`src/iwsfe_defines.svh`:
```
// constants for the i2c write-only slave front end
// assumes inclusion by the package, the slave design and the bench
`ifndef IWSFE_DEFINES_SVH
`define IWSFE_DEFINES_SVH

// fixed five upper address bits (arbitrary default)
`define IWSFE_ADDR_HI       5'h0E
`define IWSFE_OP_MARGIN     3'h1
`define IWSFE_OP_WATCHDOG   3'h3
`define IWSFE_OP_MSB        7
`define IWSFE_OP_LSB        5
`define IWSFE_VAL_MSB       4
`define IWSFE_FIFO_DEPTH    16
`define IWSFE_FIFO_AW       4
`define IWSFE_BYTE_W        8
// clocks after reset release during which straps load; the last load takes the synchronised pin levels
`define IWSFE_STRAP_SETTLE  2'h3

`endif

```
`src/iwsfe_pkg.sv`:
```
// types for the i2c write-only slave front end
// assumes iwsfe_defines.svh is on the include path
`include "iwsfe_defines.svh"

package iwsfe_pkg;

  typedef logic [`IWSFE_BYTE_W-1:0] iwsfe_byte_type;

  typedef enum logic [2:0] {
    IWSFE_IDLE  = 3'h0,
    IWSFE_ADDR  = 3'h1,
    IWSFE_AACK  = 3'h3,
    IWSFE_DATA  = 3'h2,
    IWSFE_DACK  = 3'h6,
    IWSFE_SKIP  = 3'h7
  } iwsfe_state_type;

endpackage

```
`src/iwsfe_stream_if.sv`:
```
// valid/ready byte stream between the slave core and its fifo
// assumes a single clock shared by both ends
`timescale 1ns/10ps
`default_nettype none

interface iwsfe_stream_if;
  import iwsfe_pkg::*;
  logic           valid;
  logic           ready;
  iwsfe_byte_type data;
  modport src (output valid, output data, input ready);
  modport snk (input valid, input data, output ready);
endinterface

`default_nettype wire

```
`src/iwsfe_fifo.sv`:
```
// parameterised fifo with valid/ready on both sides
// assumes one clock, asynchronous active-low reset
`timescale 1ns/10ps
`default_nettype none

module iwsfe_fifo #(
  parameter int WIDTH = 8,
  parameter int DEPTH = 16,
  parameter int AW    = 4
) (
  // clock and reset
  input  wire logic             clk,
  input  wire logic             rst_b,
  // fill side
  input  wire logic             inValid,
  output logic                  inReady,
  input  wire logic [WIDTH-1:0] inData,
  // drain side
  output logic                  outValid,
  input  wire logic             outReady,
  output logic [WIDTH-1:0]      outData
);
  logic [WIDTH-1:0] mem [DEPTH];
  logic [AW:0]      wrPtr;
  logic [AW:0]      rdPtr;
  logic             doWr;
  logic             doRd;
  logic             empty;

  // the output register holds a word too, so it counts toward the depth
  assign inReady  = (wrPtr - rdPtr + {{AW{1'b0}}, outValid}) != (AW+1)'(DEPTH);
  assign empty    = wrPtr == rdPtr;
  assign doWr     = inValid && inReady;
  // read data comes from a register, so valid is set on the same load that steps the pointer
  assign doRd     = !empty && (!outValid || outReady);

  always_ff @(posedge clk) begin
    if (doWr) begin
      mem[wrPtr[AW-1:0]] <= inData;
    end
  end

  always_ff @(posedge clk or negedge rst_b) begin
    if (!rst_b) begin
      wrPtr <= '0;
    end else if (doWr) begin
      wrPtr <= wrPtr + 1'b1;
    end
  end

  always_ff @(posedge clk or negedge rst_b) begin
    if (!rst_b) begin
      rdPtr    <= '0;
      outValid <= 1'b0;
      outData  <= '0;
    end else begin
      if (doRd) begin
        rdPtr    <= rdPtr + 1'b1;
        outData  <= mem[rdPtr[AW-1:0]];
        outValid <= 1'b1;
      end else if (outReady) begin
        outValid <= 1'b0;
      end
    end
  end
endmodule

`default_nettype wire

```
`src/iwsfe_slave.sv`:
```
// write-only i2c slave front end: address match, acks, command bytes
// assumes scl/sda and straps are asynchronous pins sampled by clk
//
// Functional notes
// RQ1: master opens with start, then seven address bits and direction bit.
// RQ2: master always sends direction bit zero; device only receives.
// RQ3: on address match with write direction, device drives acknowledge low.
// RQ4: address bit1 from clock-select strap, bit0 from address strap.
// RQ5: clock-select strap high makes sync pin an oscillator output.
// RQ6: clock-select strap low makes sync pin an external clock input.
// RQ7: upper five address bits fixed, four devices share a bus.
// RQ8: after address acknowledge, every received data byte is acknowledged.
// RQ9: byte splits into 3-bit operation field and 5-bit value field.
// RQ10: master sends an all-zero-value first command before each operation.
// RQ11: stop returns slave to idle awaiting the next start.
// RQ12: on address mismatch, sda stays released until next start.
`include "iwsfe_defines.svh"
`timescale 1ns/10ps
`default_nettype none

module iwsfe_slave
  import iwsfe_pkg::*;
(
  // clock and reset
  input  wire logic                clk,
  input  wire logic                rst_b,
  // i2c pins (open drain: out is always low, oe pulls)
  input  wire logic                sclIn,
  input  wire logic                sdaIn,
  output logic                     sdaOut,
  output logic                     sdaOe,
  // straps
  input  wire logic                clockSelectStrap,
  input  wire logic                addrStrap,
  // oscillator sync pin
  input  wire logic                oscClk,
  input  wire logic                oscSyncIn,
  output logic                     oscillatorSyncPinOut,
  output logic                     oscillatorSyncPinOe,
  output logic                     extSyncClk,
  // command byte stream
  output logic                     cmdValid,
  input  wire logic                cmdReady,
  output logic [2:0]               cmdOp,
  output logic [4:0]               cmdValue,
  output logic                     cmdFirst,
  // status
  output logic                     busy,
  output logic                     overflow
);
  iwsfe_stream_if  strm ();
  iwsfe_state_type state;
  logic [1:0] sclSync;
  logic [1:0] sdaSync;
  logic [1:0] selSync;
  logic [1:0] adrSync;
  logic [1:0] oscSync;
  logic       sclPrev;
  logic       sdaPrev;
  logic [1:0] strapWait;
  logic [1:0] strapBits;
  logic [6:0] ownAddr;
  logic [7:0] shiftReg;
  logic [3:0] bitCnt;
  logic       sclRise;
  logic       sclFall;
  logic       startSeen;
  logic       stopSeen;
  logic       pushed;
  logic       rxPhase;
  logic       byteDone;
  logic       addrMatch;

  ////////////////////////////////////////////////////////////////////////
  // two-flop synchronisers; only the second stage is read
  always_ff @(posedge clk or negedge rst_b) begin
    if (!rst_b) begin
      sclSync <= 2'h3;
      sdaSync <= 2'h3;
      selSync <= 2'h3;
      adrSync <= 2'h3;
      oscSync <= 2'h0;
    end else begin
      sclSync <= {sclSync[0], sclIn};
      sdaSync <= {sdaSync[0], sdaIn};
      selSync <= {selSync[0], clockSelectStrap};
      adrSync <= {adrSync[0], addrStrap};
      oscSync <= {oscSync[0], oscSyncIn};
    end
  end

  always_ff @(posedge clk or negedge rst_b) begin
    if (!rst_b) begin
      sclPrev <= 1'b1;
      sdaPrev <= 1'b1;
    end else begin
      sclPrev <= sclSync[1];
      sdaPrev <= sdaSync[1];
    end
  end

  assign sclRise   = sclSync[1] && !sclPrev;
  assign sclFall   = !sclSync[1] && sclPrev;
  // sda moving while scl high marks start or stop
  assign startSeen = sclSync[1] && sclPrev && sdaPrev && !sdaSync[1];
  assign stopSeen  = sclSync[1] && sclPrev && !sdaPrev && sdaSync[1];

  ////////////////////////////////////////////////////////////////////////
  // straps caught once the synchronisers hold pin levels, not their reset fill;
  // open pins read high via pullup
  always_ff @(posedge clk or negedge rst_b) begin
    if (!rst_b) begin
      strapWait <= 2'h0;
      strapBits <= 2'h3;
    end else if (strapWait != `IWSFE_STRAP_SETTLE) begin
      strapWait <= strapWait + 2'h1;
      strapBits <= {selSync[1], adrSync[1]};   // [RQ4]
    end
  end

  assign ownAddr = {`IWSFE_ADDR_HI, strapBits};   // [RQ7] [RQ4]
  assign busy    = state != IWSFE_IDLE;

  // sync pin direction follows the clock-select strap
  assign oscillatorSyncPinOe  = strapBits[1];          // [RQ5] [RQ6]
  assign oscillatorSyncPinOut = strapBits[1] ? oscClk : 1'b0;   // [RQ5]
  assign extSyncClk           = strapBits[1] ? 1'b0 : oscSync[1];   // [RQ6]

  ////////////////////////////////////////////////////////////////////////
  // frame decode shared by the state, counter and shift concerns
  assign rxPhase   = (state == IWSFE_ADDR) || (state == IWSFE_DATA);
  // eighth bit is in once scl falls after the eighth rise
  assign byteDone  = rxPhase && sclFall && (bitCnt == 4'h8);
  // write direction only: a read request never matches
  assign addrMatch = shiftReg == {ownAddr, 1'b0};   // [RQ3] [RQ2]

  ////////////////////////////////////////////////////////////////////////
  // frame state; start and stop win over everything else
  always_ff @(posedge clk or negedge rst_b) begin
    if (!rst_b) begin
      state <= IWSFE_IDLE;
    end else if (startSeen) begin
      // repeated start also restarts address collection [RQ1]
      state <= IWSFE_ADDR;
    end else if (stopSeen) begin
      state <= IWSFE_IDLE;   // [RQ11]
    end else begin
      case (state)
        IWSFE_ADDR: begin
          if (byteDone && addrMatch) begin
            state <= IWSFE_AACK;   // [RQ3]
          end else if (byteDone) begin
            state <= IWSFE_SKIP;   // [RQ12]
          end
        end
        IWSFE_DATA: begin
          if (byteDone) begin
            state <= IWSFE_DACK;   // [RQ8]
          end
        end
        IWSFE_AACK, IWSFE_DACK: begin
          // release sda at the end of the ninth clock
          if (sclFall) begin
            state <= IWSFE_DATA;
          end
        end
        IWSFE_SKIP: begin
          state <= IWSFE_SKIP;   // [RQ12]
        end
        IWSFE_IDLE: begin
          state <= IWSFE_IDLE;
        end
        default: begin
          state <= IWSFE_IDLE;
        end
      endcase
    end
  end

  // bit counter: cleared by start and at every byte boundary
  always_ff @(posedge clk or negedge rst_b) begin
    if (!rst_b) begin
      bitCnt <= 4'h0;
    end else if (startSeen || byteDone) begin
      bitCnt <= 4'h0;
    end else if (rxPhase && sclRise) begin
      bitCnt <= bitCnt + 4'h1;
    end
  end

  // msb first: each rising scl in an address or data byte shifts in one bit
  always_ff @(posedge clk or negedge rst_b) begin
    if (!rst_b) begin
      shiftReg <= 8'h00;
    end else if (rxPhase && sclRise) begin
      shiftReg <= {shiftReg[6:0], sdaSync[1]};
    end
  end

  // open drain ack: only pulls low, never drives high
  assign sdaOut = 1'b0;
  assign sdaOe  = (state == IWSFE_AACK) || (state == IWSFE_DACK);   // [RQ3] [RQ8]

  ////////////////////////////////////////////////////////////////////////
  // received bytes enter the fifo when the ack phase opens
  assign pushed      = (state == IWSFE_DATA) && sclFall && bitCnt == 4'h8
                       && !startSeen && !stopSeen;
  assign strm.valid  = pushed;
  assign strm.data   = shiftReg;

  // a full fifo drops the byte but still acks; the loss is flagged sticky
  always_ff @(posedge clk or negedge rst_b) begin
    if (!rst_b) begin
      overflow <= 1'b0;
    end else if (pushed && !strm.ready) begin
      overflow <= 1'b1;
    end
  end

  iwsfe_byte_type fifoData;

  iwsfe_fifo #(
    .WIDTH (`IWSFE_BYTE_W),
    .DEPTH (`IWSFE_FIFO_DEPTH),
    .AW    (`IWSFE_FIFO_AW)
  ) u_fifo (
    .clk      (clk),
    .rst_b    (rst_b),
    .inValid  (strm.valid),
    .inReady  (strm.ready),
    .inData   (strm.data),
    .outValid (cmdValid),
    .outReady (cmdReady),
    .outData  (fifoData)
  );

  // command byte fields
  assign cmdOp    = fifoData[`IWSFE_OP_MSB:`IWSFE_OP_LSB];   // [RQ9]
  assign cmdValue = fifoData[`IWSFE_VAL_MSB:0];   // [RQ9]
  // flags a first command so the consumer can arm the operation
  assign cmdFirst = cmdValue == 5'h00
                    && (cmdOp == `IWSFE_OP_MARGIN || cmdOp == `IWSFE_OP_WATCHDOG);   // [RQ10]
endmodule

`default_nettype wire

```
`config.mk`:
```
export PLATFORM = sky130hd
export DESIGN_NAME = iwsfe_slave
export DESIGN_NICKNAME = d
export VERILOG_FILES = /design/src/iwsfe_pkg.sv /design/src/iwsfe_stream_if.sv /design/src/iwsfe_fifo.sv /design/src/iwsfe_slave.sv
export VERILOG_INCLUDE_DIRS = /design/src /design/src/src
export SDC_FILE = /design/constraint.sdc
export NUM_CORES = 1
export LEC_CHECK = 0
export ABC_AREA = 1
export BUFFER_PORTS_ARGS = -buffer_cell sky130_fd_sc_hd__buf_2
export CORE_ASPECT_RATIO = 0.7
export CORE_MARGIN = 5
export CORE_UTILIZATION = 60
export CTS_BUF_LIST = sky130_fd_sc_hd__clkbuf_4 sky130_fd_sc_hd__clkbuf_8
export DETAILED_ROUTE_END_ITERATION = 8
export PLACE_DENSITY_LB_ADDON = 0.12
export SYNTH_ARGS = -nofsm -noshare
export SYNTH_HDL_FRONTEND = slang
export SYNTH_SLANG_ARGS = --single-unit
export TNS_END_PERCENT = 50
```
`constraint.sdc`:
```
create_clock -name clk -period 5.1 [get_ports clk]
set_input_delay 0.255 -clock clk [delete_from_list [all_inputs] [get_ports clk]]
set_output_delay 0.255 -clock clk [all_outputs]
set_load 0.05 [all_outputs]
```
==> results by group <==
Status
  – Run status: finished, final reports clean

Layout
  – Finished Layout Cells: 965
  – Multi-input gate area: 2320 um2
  – Synth-to-Final Area Change: 7.93%
  – Storage element area: 5140 um2
  – Post-Route Utilization: 0.655
  – Fillcell total: 1015
  – Ant. Diodes: 0
  – # nets final: 812
  – Share of cells above drive strength 1: 0.115

Timing
  – Period utilisation layout: 0.671
  – Final hold violation count: 0
  – Tmin final: 3420 ps
  – Final setup viols: 0
  – RSZ-0062 raised after global routing: no
  – Fmax: 292 MHz
  – Slew @ Worst Pin: 1020 ps
  – Clk_skew: 13.3 ps
  – Slew headroom: 0.322
  – Sum Neg Setup Slack: 0 ps
  – Slew Viols, Final: 0

Yosys
  – Top cells by area, synth: edfxtp_1, dfrtp_1, nand2_1
  – Cell area after synthesis: 7890 um2
  – Mapped Avg Cell Area: 10.4 um2
  – Syn nets: 787
  – Ys async rst share: 0.285
  – Post-synthesis register bit count: 179
  – Synth top cells by count: nand2_1, nor2_1, edfxtp_1
  – Synthesized instance count: 761
  – Synth unique cells: 36
  – Ys flop type: edfxtp_1
  – Count leader, synth: nand2_1
  – Top cell type by total area after synthesis: edfxtp_1
  – Sequential share of the synthesized area: 0.651
  – Top-area cell type share of the netlist area: 0.487
  – Yosys warning total: 0
  – Post-synth EDFFs: 128

Clocking
  – Clock Tree Root: clkbuf_8
  – CTS tree: done
  – CTS clk-pin slew, worst paths: 100 ps
  – Num CTS Buffers: 17
  – H-tree Lvls: 4
  – Clock buffer depth: 2
  – Clock sinks: 179
  – Clk_lat worst skew: 460 ps

GRT
  – Vias in the first global route: 5021
  – Initial antenna violation count: 0
  – Largest net degree at the start of global routing: 69
  – First-pass GRT wire length: 27700 um
  – Total grt overflow: 0
  – GRT Util Overall: 0.236

Pwr
  – Peak supply drop: 0.000287 V
  – Leak: 3.52 nW
  – Cell Pwr Density: 522 nW/um2

Floorplanning
  – Area of the core: 13000 um2
  – Initial core utilization: 0.607
  – Die Wd: 147 um
  – I/O pins: 26
  – FP Rows: 35
  – Die area: 15600 um2
  – Die Ht: 106 um

Worst setup path
  – Critical Path AT: 3520 ps
  – Crit Reg-Reg Endpoint: u_fifo.mem[14][1]
  – CP Launch Type: flop
  – WS Path Type: flop to flop
  – Reg-to-reg startpoint: u_fifo.rdPtr[1]
  – Req. time, crit path: 5200 ps
  – Crit-path max FO: 37
  – Reg2Reg Depth: 11
  – Critical path endpoint category: flop
  – R2R Setup Slk: 1680 ps

Placement
  – Placed cell count: 927
  – IO buf count: 24
  – Final HPWL DP: 11700 um
  – Placer Congestion: 0.882

Routing
  – Total number of vias: 5409
  – # DRC: 0
  – DR WL/cell: 18.2 um
  – Vias per inst: 5.61
  – First drt pass iteration count: 6
  – Iter 0 DRT Violations: 724
  – Detailed-route wire length: 17500 um
  – Antenna-violating nets left: 0

Hold path
  – Min-Delay Path Class: input pin to flop
  – Hold Crit Start: cmdReady
  – Hold Path Stages: 3
  – Worst Hold End: u_fifo.outValid

Job
  – Max_cap viols: 0
==> critical path: stages (launching register included) <==
cell	delay, ps
dfrtp_1	330
buf_4	380
inv_1	120
ha_1	370
fa_1	470
nand3_1	100
nand3_1	90
inv_1	60
nand2_1	70
nand3_2	220
nand3_2	230
nor2_1	600
==> report_power, final <==
part	leakage (nW)	internal, W	switching [W]
Clock	0.213	0.000398	0.000576
Sequential	1.76	0.00176	0.000235
Combinational	1.54	0.000415	0.00106
Total	3.52	0.00257	0.00187
==> worst max-delay path by stage <==
stage / startpoint / endpoint / slack, ps / cells past startpoint
global route: u_fifo.rdPtr[1] / u_fifo.mem[6][5] / 1480 / 11
finish: u_fifo.rdPtr[1] / u_fifo.mem[14][1] / 1680 / 11
CTS: u_fifo.rdPtr[1] / u_fifo.mem[6][5] / 1690 / 11
global placement: u_fifo.rdPtr[1] / u_fifo.mem[6][1] / 1790 / 12
detailed placement: u_fifo.rdPtr[1] / u_fifo.mem[10][3] / 1700 / 11
floorplan: u_fifo.outValid / u_fifo.mem[0][0] / 2180 / 12
==> placed cells by master, fill, tap and decap left out, types with 16 or more instances in the layout <==
master    count
o21ai_0      23
o21ai_1      20
ha_1         16
clkbuf_8     17
buf_2        24
edfxtp_1    128
nor2_1      134
inv_1        54
nand2_1     182
nand3_1      78
dfrtp_1      38
==> per-layer routing <==
layer  part of all wire  vias up  global-route usage
met5                  0        -                   0
met4             0.0084        0              0.0432
met3              0.093       14              0.0656
met2               0.44      229               0.344
met1               0.46     2608               0.361
li1                   -     2558                   -
==> through the flow <==
| step | setup WS (ps) | cell area [um2] | total power, W | hold slack, ps |
|---|---|---|---|---|
| 2_1_floorplan | 2180 | 7890 | 0.00307 | -40.6 |
| 5_1_grt | 1480 | 8520 | 0.00471 | 67.6 |
| 3_3_place_gp | 1790 | 8050 | 0.00344 | 190 |
| 3_5_place_dp | 1700 | 8050 | 0.00347 | 193 |
| 4_1_cts | 1690 | 8520 | 0.00443 | 53.8 |
| 6_report | 1680 | 8520 | 0.00444 | 66.3 |
==> state kept, by name, summed over array words and instances (netlist names) <==
name	cells
strapWait	2
adrSync	2
shiftReg	8
u_fifo.mem	128
u_fifo.wrPtr	5
sdaSync	2
sdaPrev	1
u_fifo.outData	8
sclPrev	1
u_fifo.outValid	1
state	3
u_fifo.rdPtr	5
strapBits	2
sclSync	2
selSync	2
oscSync	2
overflow	1
bitCnt	4
==> cell families after synthesis <==
| group | after synthesis | synth area share |
|---|---|---|
| AOI/OAI and AO/OA | 55 | 0.0377 |
| xor gates and xnor gates | 10 | 0.0111 |
| adders and majority gates | 17 | 0.0279 |
| buffers and inverters | 89 | 0.0547 |
| DFF | 179 | 0.651 |
| muxes | 1 | 0.00143 |
| other | 1 | 0.000475 |
| and+or+nand+nor | 409 | 0.216 |
==> what timing repair did <==
| item | CTS | global route |
|---|---|---|
| hold endpoints to repair | 22 | 0 |
| setup buffers | 0 | 0 |
| setup endpoints to repair | 0 | 0 |
| hold buffers | 6 | 0 |
| gates resized for setup | 0 | 0 |
==> final cells by class <==
| class | count | share of cell area |
|---|---|---|
| inverters | 61 | 0.0269 |
| repair buffers | 34 | 0.0247 |
| clock buffers | 17 | 0.0275 |
| flip-flops and latches | 179 | 0.603 |
| multi-input cells | 493 | 0.273 |
| well taps | 166 | 0.0244 |
| clock inverters | 15 | 0.0206 |
Power figures use the tool's default switching activity.
